### src/reset_control_consts.vh
// constants for the squib driver reset supervisor
// assumes a single 100 MHz clock; analog monitors arrive as raw comparator levels
`ifndef RESET_CONTROL_CONSTS_VH
`define RESET_CONTROL_CONSTS_VH
`define CLK_PERIOD_NS 10
`define SUPPLY_FILTER_NS 20000
// cycle counts are sized to the 18-bit counters, ns figure over the 10 ns period
`define SUPPLY_FILTER_CYC 18'h007d0
`define DEGLITCH_NS 10000
`define DEGLITCH_CYC 18'h003e8
`define DEPLOY_NS 2150000
`define DEPLOY_CYC 18'h347d8
`define CNT_W 18
`define CHANNELS 8
`define MONITORS 6
`endif

### src/squib_driver_reset_control.v
// reset supervisor for an eight-channel squib driver
// assumes all monitor inputs are asynchronous comparator levels and are synchronised here;
// arm_fire_start is a same-clock pulse from the command logic
`timescale 1ns/10ps
`include "reset_control_consts.vh"
module squib_driver_reset_control #(
    parameter [17:0] supply_filter_cycles = `SUPPLY_FILTER_CYC,
    parameter [17:0] deglitch_cycles = `DEGLITCH_CYC,
    parameter [17:0] deploy_cycles = `DEPLOY_CYC
) (
    // clock and power-up reset
    input wire clk,
    input wire rst_n,
    // supply, reference and ground monitors, high means fault
    input wire supply_low_level_one,
    input wire supply_low_level_two,
    input wire ref_resistance_upper_limit,
    input wire ref_resistance_lower_limit,
    input wire logic_ground_lost,
    input wire analog_ground_lost,
    // host reset pin, active low
    input wire ext_reset_low_in,
    // deployment control
    input wire arm_fire_start,
    input wire [7:0] channel_power_ground_open,
    input wire [7:0] high_side_request,
    input wire [7:0] low_side_request,
    // outputs
    output reg internal_reset_n,
    output reg deploy_active,
    output wire [7:0] high_side_output,
    output wire [7:0] low_side_output,
    output reg [7:0] low_side_diag_fail,
    output reg analog_meas_pullup
);
    reg [5:0] sync1;
    reg [5:0] sync2;
    reg [7:0] gnd_s1;
    reg [7:0] gnd_s2;
    reg [17:0] filter_cnt;
    reg supply_one_fault;
    reg [17:0] glitch_cnt;
    reg ext_asserted;
    reg [17:0] deploy_cnt;
    reg rst_meta;
    wire [5:0] raw_in;
    wire instant_fault;
    wire reset_cause;
    wire ext_low;
    wire supply_one_s;
    wire supply_two_s;
    wire ref_out_s;
    wire logic_gnd_s;
    wire analog_gnd_s;
    wire ext_cause;
    reg [7:0] high_side_drive;
    reg [7:0] low_side_drive;
    reg deploy_state;
    reg next_deploy_state;

    // one-bit deploy state; codes are binary
    localparam DEPLOY_IDLE = 1'b0;
    localparam DEPLOY_RUN = 1'b1;

    assign raw_in = {supply_low_level_one, supply_low_level_two,
                     ref_resistance_upper_limit | ref_resistance_lower_limit,
                     logic_ground_lost, analog_ground_lost, ~ext_reset_low_in};

    // two-flop synchronisers, one per monitor; cleared to the idle level
    // so that no false reset cause follows power-up
    genvar m;
    generate
        for (m = 0; m < `MONITORS; m = m + 1) begin : mon
            always @(posedge clk or negedge rst_n) begin
                if (!rst_n) begin
                    sync1[m] <= 1'b0;
                    sync2[m] <= 1'b0;
                end else begin
                    sync1[m] <= raw_in[m];
                    sync2[m] <= sync1[m];
                end
            end
        end
    endgenerate
    assign ext_low = sync2[0];
    assign analog_gnd_s = sync2[1];
    assign logic_gnd_s = sync2[2];
    assign ref_out_s = sync2[3];
    assign supply_two_s = sync2[4];
    assign supply_one_s = sync2[5];

    // supply level one must stay low for the whole filter time
    // counter saturates, so the fault stands as long as the level does
    always @(posedge clk or negedge rst_n) begin
        if (!rst_n) begin
            filter_cnt <= 18'h00000;
            supply_one_fault <= 1'b0;
        end else if (!supply_one_s) begin
            filter_cnt <= 18'h00000;
            supply_one_fault <= 1'b0;
        end else if (filter_cnt >= supply_filter_cycles - 18'h00001) begin
            supply_one_fault <= 1'b1;
        end else begin
            filter_cnt <= filter_cnt + 18'h00001;
        end
    end

    // deglitch external reset; short pulses never reach ext_asserted
    // a held pin keeps ext_asserted up until it is released
    always @(posedge clk or negedge rst_n) begin
        if (!rst_n) begin
            glitch_cnt <= 18'h00000;
            ext_asserted <= 1'b0;
        end else if (!ext_low) begin
            glitch_cnt <= 18'h00000;
            ext_asserted <= 1'b0;
        end else if (glitch_cnt >= deglitch_cycles - 18'h00001) begin
            ext_asserted <= 1'b1;
        end else begin
            glitch_cnt <= glitch_cnt + 18'h00001;
        end
    end

    // deploy timer runs from arm-fire until expiry; arm-fire while running is ignored
    always @* begin
        next_deploy_state = deploy_state;
        case (deploy_state)
            DEPLOY_IDLE: begin
                if (arm_fire_start) begin
                    next_deploy_state = DEPLOY_RUN;
                end
            end
            DEPLOY_RUN: begin
                if (deploy_cnt >= deploy_cycles - 18'h00001) begin
                    next_deploy_state = DEPLOY_IDLE;
                end
            end
            default: begin
                next_deploy_state = DEPLOY_IDLE;
            end
        endcase
    end

    // cleared by the internal reset, so a supply fault ends a deployment
    always @(posedge clk or negedge internal_reset_n) begin
        if (!internal_reset_n) begin
            deploy_state <= DEPLOY_IDLE;
            deploy_cnt <= 18'h00000;
            deploy_active <= 1'b0;
        end else begin
            deploy_state <= next_deploy_state;
            deploy_active <= (next_deploy_state == DEPLOY_RUN);
            if (deploy_state == DEPLOY_RUN && next_deploy_state == DEPLOY_RUN) begin
                deploy_cnt <= deploy_cnt + 18'h00001;
            end else begin
                deploy_cnt <= 18'h00000;
            end
        end
    end

    // supply, reference and ground faults act even mid-deployment
    assign instant_fault = supply_two_s | ref_out_s
                         | logic_gnd_s | analog_gnd_s;
    // ext reset masked while deploying; a held one takes effect on completion
    assign ext_cause = ext_asserted & ~deploy_active;
    // supply faults are never masked, so they cut a deployment short
    assign reset_cause = supply_one_fault | instant_fault | ext_cause;

    // async assert, two-stage synchronous release
    always @(posedge clk or negedge rst_n) begin
        if (!rst_n) begin
            rst_meta <= 1'b0;
            internal_reset_n <= 1'b0;
        end else if (reset_cause) begin
            rst_meta <= 1'b0;
            internal_reset_n <= 1'b0;
        end else begin
            rst_meta <= 1'b1;
            internal_reset_n <= rst_meta;
        end
    end

    always @(posedge clk or negedge rst_n) begin
        if (!rst_n) begin
            analog_meas_pullup <= 1'b0;
        end else begin
            analog_meas_pullup <= analog_gnd_s;
        end
    end

    // per-channel gating; each channel sees only its own ground
    genvar i;
    generate
        for (i = 0; i < `CHANNELS; i = i + 1) begin : chan
            // ground-open sense is a pin level, so it is synchronised per channel
            always @(posedge clk or negedge rst_n) begin
                if (!rst_n) begin
                    gnd_s1[i] <= 1'b0;
                    gnd_s2[i] <= 1'b0;
                end else begin
                    gnd_s1[i] <= channel_power_ground_open[i];
                    gnd_s2[i] <= gnd_s1[i];
                end
            end
            // drivers drop at once with the internal reset, follow requests a cycle late
            always @(posedge clk or negedge internal_reset_n) begin
                if (!internal_reset_n) begin
                    high_side_drive[i] <= 1'b0;
                    low_side_drive[i] <= 1'b0;
                    low_side_diag_fail[i] <= 1'b0;
                end else begin
                    high_side_drive[i] <= high_side_request[i];
                    low_side_drive[i] <= low_side_request[i] & ~gnd_s2[i];
                    low_side_diag_fail[i] <= gnd_s2[i];
                end
            end
        end
    endgenerate
    assign high_side_output = high_side_drive;
    assign low_side_output = low_side_drive;
endmodule

### config.mk
export PLATFORM = sky130hd
export DESIGN_NAME = squib_driver_reset_control
export DESIGN_NICKNAME = d
export VERILOG_FILES = /design/src/squib_driver_reset_control.v
export VERILOG_INCLUDE_DIRS = /design/src
export SDC_FILE = /design/constraint.sdc
export NUM_CORES = 1
export LEC_CHECK = 0
export BUFFER_PORTS_ARGS = -buffer_cell sky130_fd_sc_hd__buf_2
export CAP_MARGIN = 30
export CORE_ASPECT_RATIO = 1.75
export CORE_MARGIN = 2
export CORE_UTILIZATION = 50
export DETAILED_ROUTE_END_ITERATION = 8
export PLACE_DENSITY = 0.73
export SLEW_MARGIN = 40
export SYNTH_ARGS = -nofsm -noshare
export SYNTH_HDL_FRONTEND = slang
export SYNTH_SLANG_ARGS = --single-unit
export TNS_END_PERCENT = 20
### constraint.sdc
create_clock -name clk -period 1.6 [get_ports clk]
set_input_delay 0.32 -clock clk [delete_from_list [all_inputs] [get_ports clk]]
set_output_delay 0.32 -clock clk [all_outputs]
set_load 0.02 [all_outputs]
==> results.md, run 1 <==
- Worst-path cell chain: or4_4 -> a2111o_1 -> or4_1 -> a21oi_2
- Filler cells: around 580
- Cell variety after synth: 40
- Drt total wl: 7940 um
- Hold Crit Class: input port to register
- CP endpoint: glitch_cnt[7]
- Num CTS Buffers: 9
- Gr usage total: 0.187
- Routed wire per std cell: approximately 15 um
- Clock latency at the later pin of the worst-skew pair: approximately 0.35 ns
- Sequential share of the synthesized area: 0.681
- Leak pwr: around 0.0026 uW
- Die area: 9000 um2
- Share of layout cells above drive strength 1: 0.367
- Routed vias/inst: between 5 and 6
- Ys flop type: dfrtp_1
- Max frequency: 500 MHz
- Failing checks: setup timing
- DRT iter0 DRCs: 155
- Port Buffers: 60
- Clock buffer depth: 2
- Post-route ant nets: 0
- Max incr delay on CP: 0.54 ns
- Post-route DRC: 0
- Setup TNS: -3.75 ns
- Synthesized cell area: 4120 um2
- Final Max Slew Viols: 0
- Worst Reg-to-Reg Cells: 4
- Bufs and invs on worst path: 0
- Critical Path RT: between 1.5 and 2 ns
- Slew HR: 0.647
- Row cnt: 43
- Fin nets: roughly 480
- Vias in the first global route: between 2000 and 3000
- PnR worst setup slack: -0.399 ns
- Most frequent cells in the layout: 111 x dfrtp_1, 60 x buf_2, 44 x buf_4, 18 x nand2_1, 17 x and2_1
- # setup viols final: 20
- Number of synthesized flops with an enable pin: 0
- H-tree Lvls: 3
- Pwr Density: ~1100 nW/um2
- GP Congestion: 0.825
- Max cap viols: 0
- Vias post-DR: 2910
- YS warnings: 0
- Clock root buffer master: clkbuf_16
- Reg-to-reg critical path startpoint: glitch_cnt[11]
- Clk slew on worst S/H paths: ~0.08 ns
- First-pass GRT wire length: 12700 um
- Dpl hpwl: between 5000 and 6000 um
- Worst path depth: 4
- # IOs: 61
- Initial antenna violation count: 0
- Crit path launch: glitch_cnt[11]
- Asr flop ratio synth: 1.00
- CP max-delay cell: or4_4
- Post-Syn Nets: ~360
- Critical path arrival: roughly 2.3 ns
- CTS tree: yes
- Final critical-path share of the clock period: 1.25
- Hold Fails Final Rpt: 0
- Commonest non-fill, non-tap cell in the layout: dfrtp_1
- Non-Filler Cell Area, Final: between 5000 and 6000 um2
- Vert. Die Dim: roughly 120 um
- DRT Pass-1 Iters: 4
- Worst clock skew: approximately 0.0087 ns
- Clock sink count: about 110
- CP top delay family: simple AND/OR/NAND/NOR gates
- CP Launch Type: register
- Largest net degree at the start of global routing: slightly above 50
- Slew at the pin with the worst max-slew slack: 0.530 ns
- Min cycle time layout: approximately 2.0 ns
- # diodes: 0
- Final Util: 0.684
- Kind of critical path: register to register
- FF-to-FF End: glitch_cnt[7]
- Mapped Cells: between 300 and 400
- Peak VDD IR: around 870 uV
- DIE WIDTH: approximately 73 um
- R2R Setup Slk: -0.40 ns
- Critical Path Fanout Max: 2
- Core area: 7960 um2
- Remaining Overflow, GRT: 0
- Status: complete, but fails checks
- Synthesis-to-layout area growth: 32.3%
- Critical Path End Type: register
- RSZ-0062 raised after global routing: true
- Hold slack: approximately 0.069 ns
- Avg Cell Area, Syn: 12.6 um2
- Placed inst area: roughly 4900 um2
- Starting density of the core: 0.517
- Flops & latches, synth: between 100 and 150
final cells by class:
class                           instances  area (um2)  share of cell area
Tap cell                               90         113              0.0207
Timing Repair Buffer                  115         762               0.140
Inverter                               11        41.3             0.00758
Sequential cell                       112        2800               0.515
Clock inverter                          7        76.3              0.0140
Clock buffer                            9         225              0.0414
Multi-Input combinational cell        198        1420               0.261
through the flow:
stage	cells	power, uW	setup slack, ns
floorplan	327	3480	-0.331
finish	542	6080	-0.399
CTS	540	6130	-0.393
detailed placement	522	3890	-0.369
global placement	522	3850	-0.321
global route	542	6340	-0.472
Yosys cell counts (all sizes together) (3+ instances only):
master  instances  share of area
a21oi          26          0.032
dfrtp         112           0.68
and3            5         0.0076
and2           17          0.026
or4            10          0.019
nand4           5         0.0076
nor4            4         0.0061
mux2i           6          0.015
nor2b           8          0.012
a22oi           4         0.0073
ha              3         0.0091
xnor2          10          0.021
nor3            7         0.0085
nand2b          5         0.0076
clkbuf          6         0.0055
nor2            6         0.0055
nand2          19          0.017
inv            11          0.010
o21ai          10          0.012
o31ai           5         0.0091
or3            10          0.015
nand3          14          0.017
kinds of logic after synthesis:
group | after synthesis | synth area share
AO/OA/AOI/OAI | 61 | 0.0927
XOR/XNOR | 12 | 0.0255
adder cells (fa/ha/maj) | 3 | 0.00912
buffers and inverters | 17 | 0.0155
flip-flops | 112 | 0.681
multiplexers | 6 | 0.0146
AND/OR/NAND/NOR | 116 | 0.161
worst min-delay path by stage:
stage | startpoint | end | slack [ns] | cells past startpoint
floorplan | rst_n | analog_gnd_s | 0.02 | 0
global placement | rst_n | sync1[5] | 0.20 | 1
detailed placement | rst_n | sync1[5] | 0.20 | 1
CTS | high_side_request[4] | high_side_output[4] | 0.06 | 1
global route | channel_power_ground_open[3] | gnd_s1[3] | 0.06 | 1
finish | high_side_request[4] | high_side_output[4] | 0.07 | 1
power by group:
group          internal, uW  switching, uW
logic                   398            377
clock network          1120           1090
registers              3000           92.2
what timing repair did:
| item | in CTS | in global routing |
|---|---|---|
| resized for setup | 22 | 19 |
| pin swaps | 11 | 13 |
| endpoints found under the setup margin | 39 | 40 |
| setup buffers | 1 | 2 |
| hold buffers | 1 | 0 |
| hold endpoints to repair | 9 | 0 |
state kept, by name, indices dropped and copies added, names as in the netlist:
signal	flops
low_side_output	8
logic_gnd_s	1
analog_gnd_s	1
internal_reset_n	1
rst_meta	1
gnd_s1	8
supply_one_fault	1
deploy_cnt	18
high_side_output	8
sync1	6
deploy_state	1
ext_asserted	1
supply_one_s	1
ref_out_s	1
low_side_diag_fail	8
glitch_cnt	18
analog_meas_pullup	1
gnd_s2	8
supply_two_s	1
filter_cnt	18
ext_low	1
worst register-to-register path, delay by kind of cell, from the launching register on:
kind	cells	cell delay, ns
AO/OA/AOI/OAI	2	0.52
flip-flops	1	0.37
AND/OR/NAND/NOR	2	1.04
layer usage:
layer / GRT usage / part of all wire / vias up / routed length (um)
li1: - / - / 1397 / -
met1: 0.200 / 0.38 / 1440 / 3010
met2: 0.338 / 0.56 / 56 / 4440
met3: 0.0421 / 0.036 / 17 / 287
met4: 0.0914 / 0.026 / 0 / 204
met5: 0 / 0 / - / 0
No activity file was read; power rests on OpenSTA's default activity.
==> inputs of run 2 (changes only) <==
RECOVER_POWER = 100   (was unset)
==> results.md, run 2 (same netlist as run 1, synthesis figures left out) <==
- CTS tree: yes
- Critical Path RT: 1.88 ns
- Worst Hold Depth: 1
- Routed wire per std cell: ~15 um
- Max frequency: between 500 and 600 MHz
- Post-route DRC: 0
- Leak pwr: around 0.0025 uW
- FF-to-FF End: glitch_cnt[7]
- Worst clock skew: approximately 0.0066 ns
- Fin nets: about 480
- Commonest non-fill, non-tap cell in the layout: dfrtp_1
- PnR worst setup slack: -0.399 ns
- DRT Pass-1 Iters: 4
- Place WS: -0.369 ns
- Worst-path cell chain: or4_4 -> a2111o_1 -> or4_1 -> a21oi_2
- Synthesis-to-layout area growth: 30.9%
- Drt total wl: between 7000 and 8000 um
- Num CTS Buffers: 9
- Slew HR: 0.317
- R2R Setup Slk: -0.40 ns
- Kind of critical path: register to register
- Dpl hpwl: around 5500 um
- Max incr delay on CP: between 0.5 and 0.6 ns
- DRT iter0 DRCs: 154
- Critical path arrival: 2.28 ns
- Top Registers: deploy_cnt (18), filter_cnt (18), glitch_cnt (18)
- Post-route ant nets: 0
- Critical Path End Type: register
- Peak VDD IR: 870 uV
- Clock sink count: between 100 and 150
- Vias post-DR: around 2900
- Final Max Slew Viols: 0
- # setup viols final: 21
- Starting density of the core: 0.517
- Pwr Density: approximately 1100 nW/um2
- Vert. Die Dim: between 100 and 150 um
- Most frequent cells in the layout: 111 x dfrtp_1, 42 x buf_4, 32 x buf_2, 29 x clkbuf_1, 18 x nand2_1
- Final critical-path share of the clock period: 1.25
- Row cnt: 43
- Hold Path Origin: high_side_request[4]
- Final Util: 0.677
- Worst Reg-to-Reg Cells: 4
- H-tree Lvls: 3
- Vias in the first global route: 2857
- Bufs and invs on worst path: 0
- Core area: 7960 um2
- Pwr Total: 6060 uW
- CP Launch Type: register
- Remaining Overflow, GRT: 0
- DIE WIDTH: 72.6 um
- Status: complete, but fails checks
- Initial antenna violation count: 0
- WHS Endpoint: high_side_output[4]
- Min cycle time layout: ~2.0 ns
- CP max-delay cell: or4_4
- Max cap viols: 0
- First-pass GRT wire length: roughly 13000 um
- Clock root buffer master: clkbuf_16
- CP top delay family: simple AND/OR/NAND/NOR gates
- GP Congestion: 0.825
- Routed vias/inst: roughly 5.4
- Port Buffers: 60
- Reg-to-reg critical path startpoint: glitch_cnt[11]
- Hold Fails Final Rpt: 0
- Gr usage total: 0.187
- Slew at the pin with the worst max-slew slack: 1.02 ns
- Largest net degree at the start of global routing: 51
- Clk slew on worst S/H paths: around 0.080 ns
- RSZ-0062 raised after global routing: true
- Critical Path Fanout Max: 2
- Clock buffer depth: 2
- # IOs: between 60 and 70
- Hold Crit Class: input port to register
- Clock latency at the later pin of the worst-skew pair: 0.35 ns
- Die area: about 9000 um2
- Share of layout cells above drive strength 1: 0.301
- Failing checks: setup timing
- # diodes: 0
[run 2: how the worst max path moves through the flow]
stage | startpoint | to | slack, ns | cells after the start
5_1_grt | glitch_cnt[11] | glitch_cnt[7] | -0.47 | 5
4_1_cts | glitch_cnt[17] | glitch_cnt[7] | -0.39 | 4
3_3_place_gp | glitch_cnt[17] | glitch_cnt[7] | -0.32 | 4
6_report | glitch_cnt[11] | glitch_cnt[7] | -0.40 | 4
2_1_floorplan | glitch_cnt[17] | glitch_cnt[7] | -0.33 | 4
3_5_place_dp | glitch_cnt[17] | glitch_cnt[7] | -0.37 | 4
[run 2: cell type report]
class	instances	area, um2
clock buffers	9	225
clock inverters	7	76.3
fillers	601	2570
inverters	11	41.3
multi-input cells	198	1420
flip-flops and latches	112	2800
well taps	90	113
repair buffers	115	712
[run 2: routing by layer]
metal	track usage	part of all wire	vias up
met1	0.200	0.38	1440
met4	0.0914	0.026	0
met5	0	0	-
li1	-	-	1395
met2	0.338	0.56	58
met3	0.0421	0.036	17
[run 2: stage by stage]
step / TNS, ns / std cells / hold WS [ns] / area [um2]
finish: -3.94 / 542 / 0.0688 / 5390
global route: -6.44 / 542 / 0.0587 / 5390
CTS: -3.86 / 540 / 0.0573 / 5350
detailed placement: -5.27 / 522 / 0.200 / 4930
global placement: -4.03 / 522 / 0.198 / 4930
floorplan: -4.36 / 327 / 0.0244 / 4160
[run 2: worst register-to-register path: cells and delay by family, from the launching register on]
kind | cells | cell delay, ns
flops | 1 | 0.37
simple gates | 2 | 1.04
compound gates | 2 | 0.52
[run 2: where the power goes]
group | switching [uW] | leakage [uW] | internal (uW)
sequential | 93.3 | 0.00145 | 3000
clock | 1090 | 0.000150 | 1120
combinational | 377 | 0.000899 | 384
[run 2: timing repair]
| item | 4_1_cts | 5_1_grt |
|---|---|---|
| buffers inserted | 1 | 2 |
| hold endpoints to repair | 9 | 0 |
| hold buffers | 1 | 0 |
| pin swaps | 11 | 13 |
| setup endpoints to repair | 39 | 40 |
| gates resized for setup | 22 | 19 |
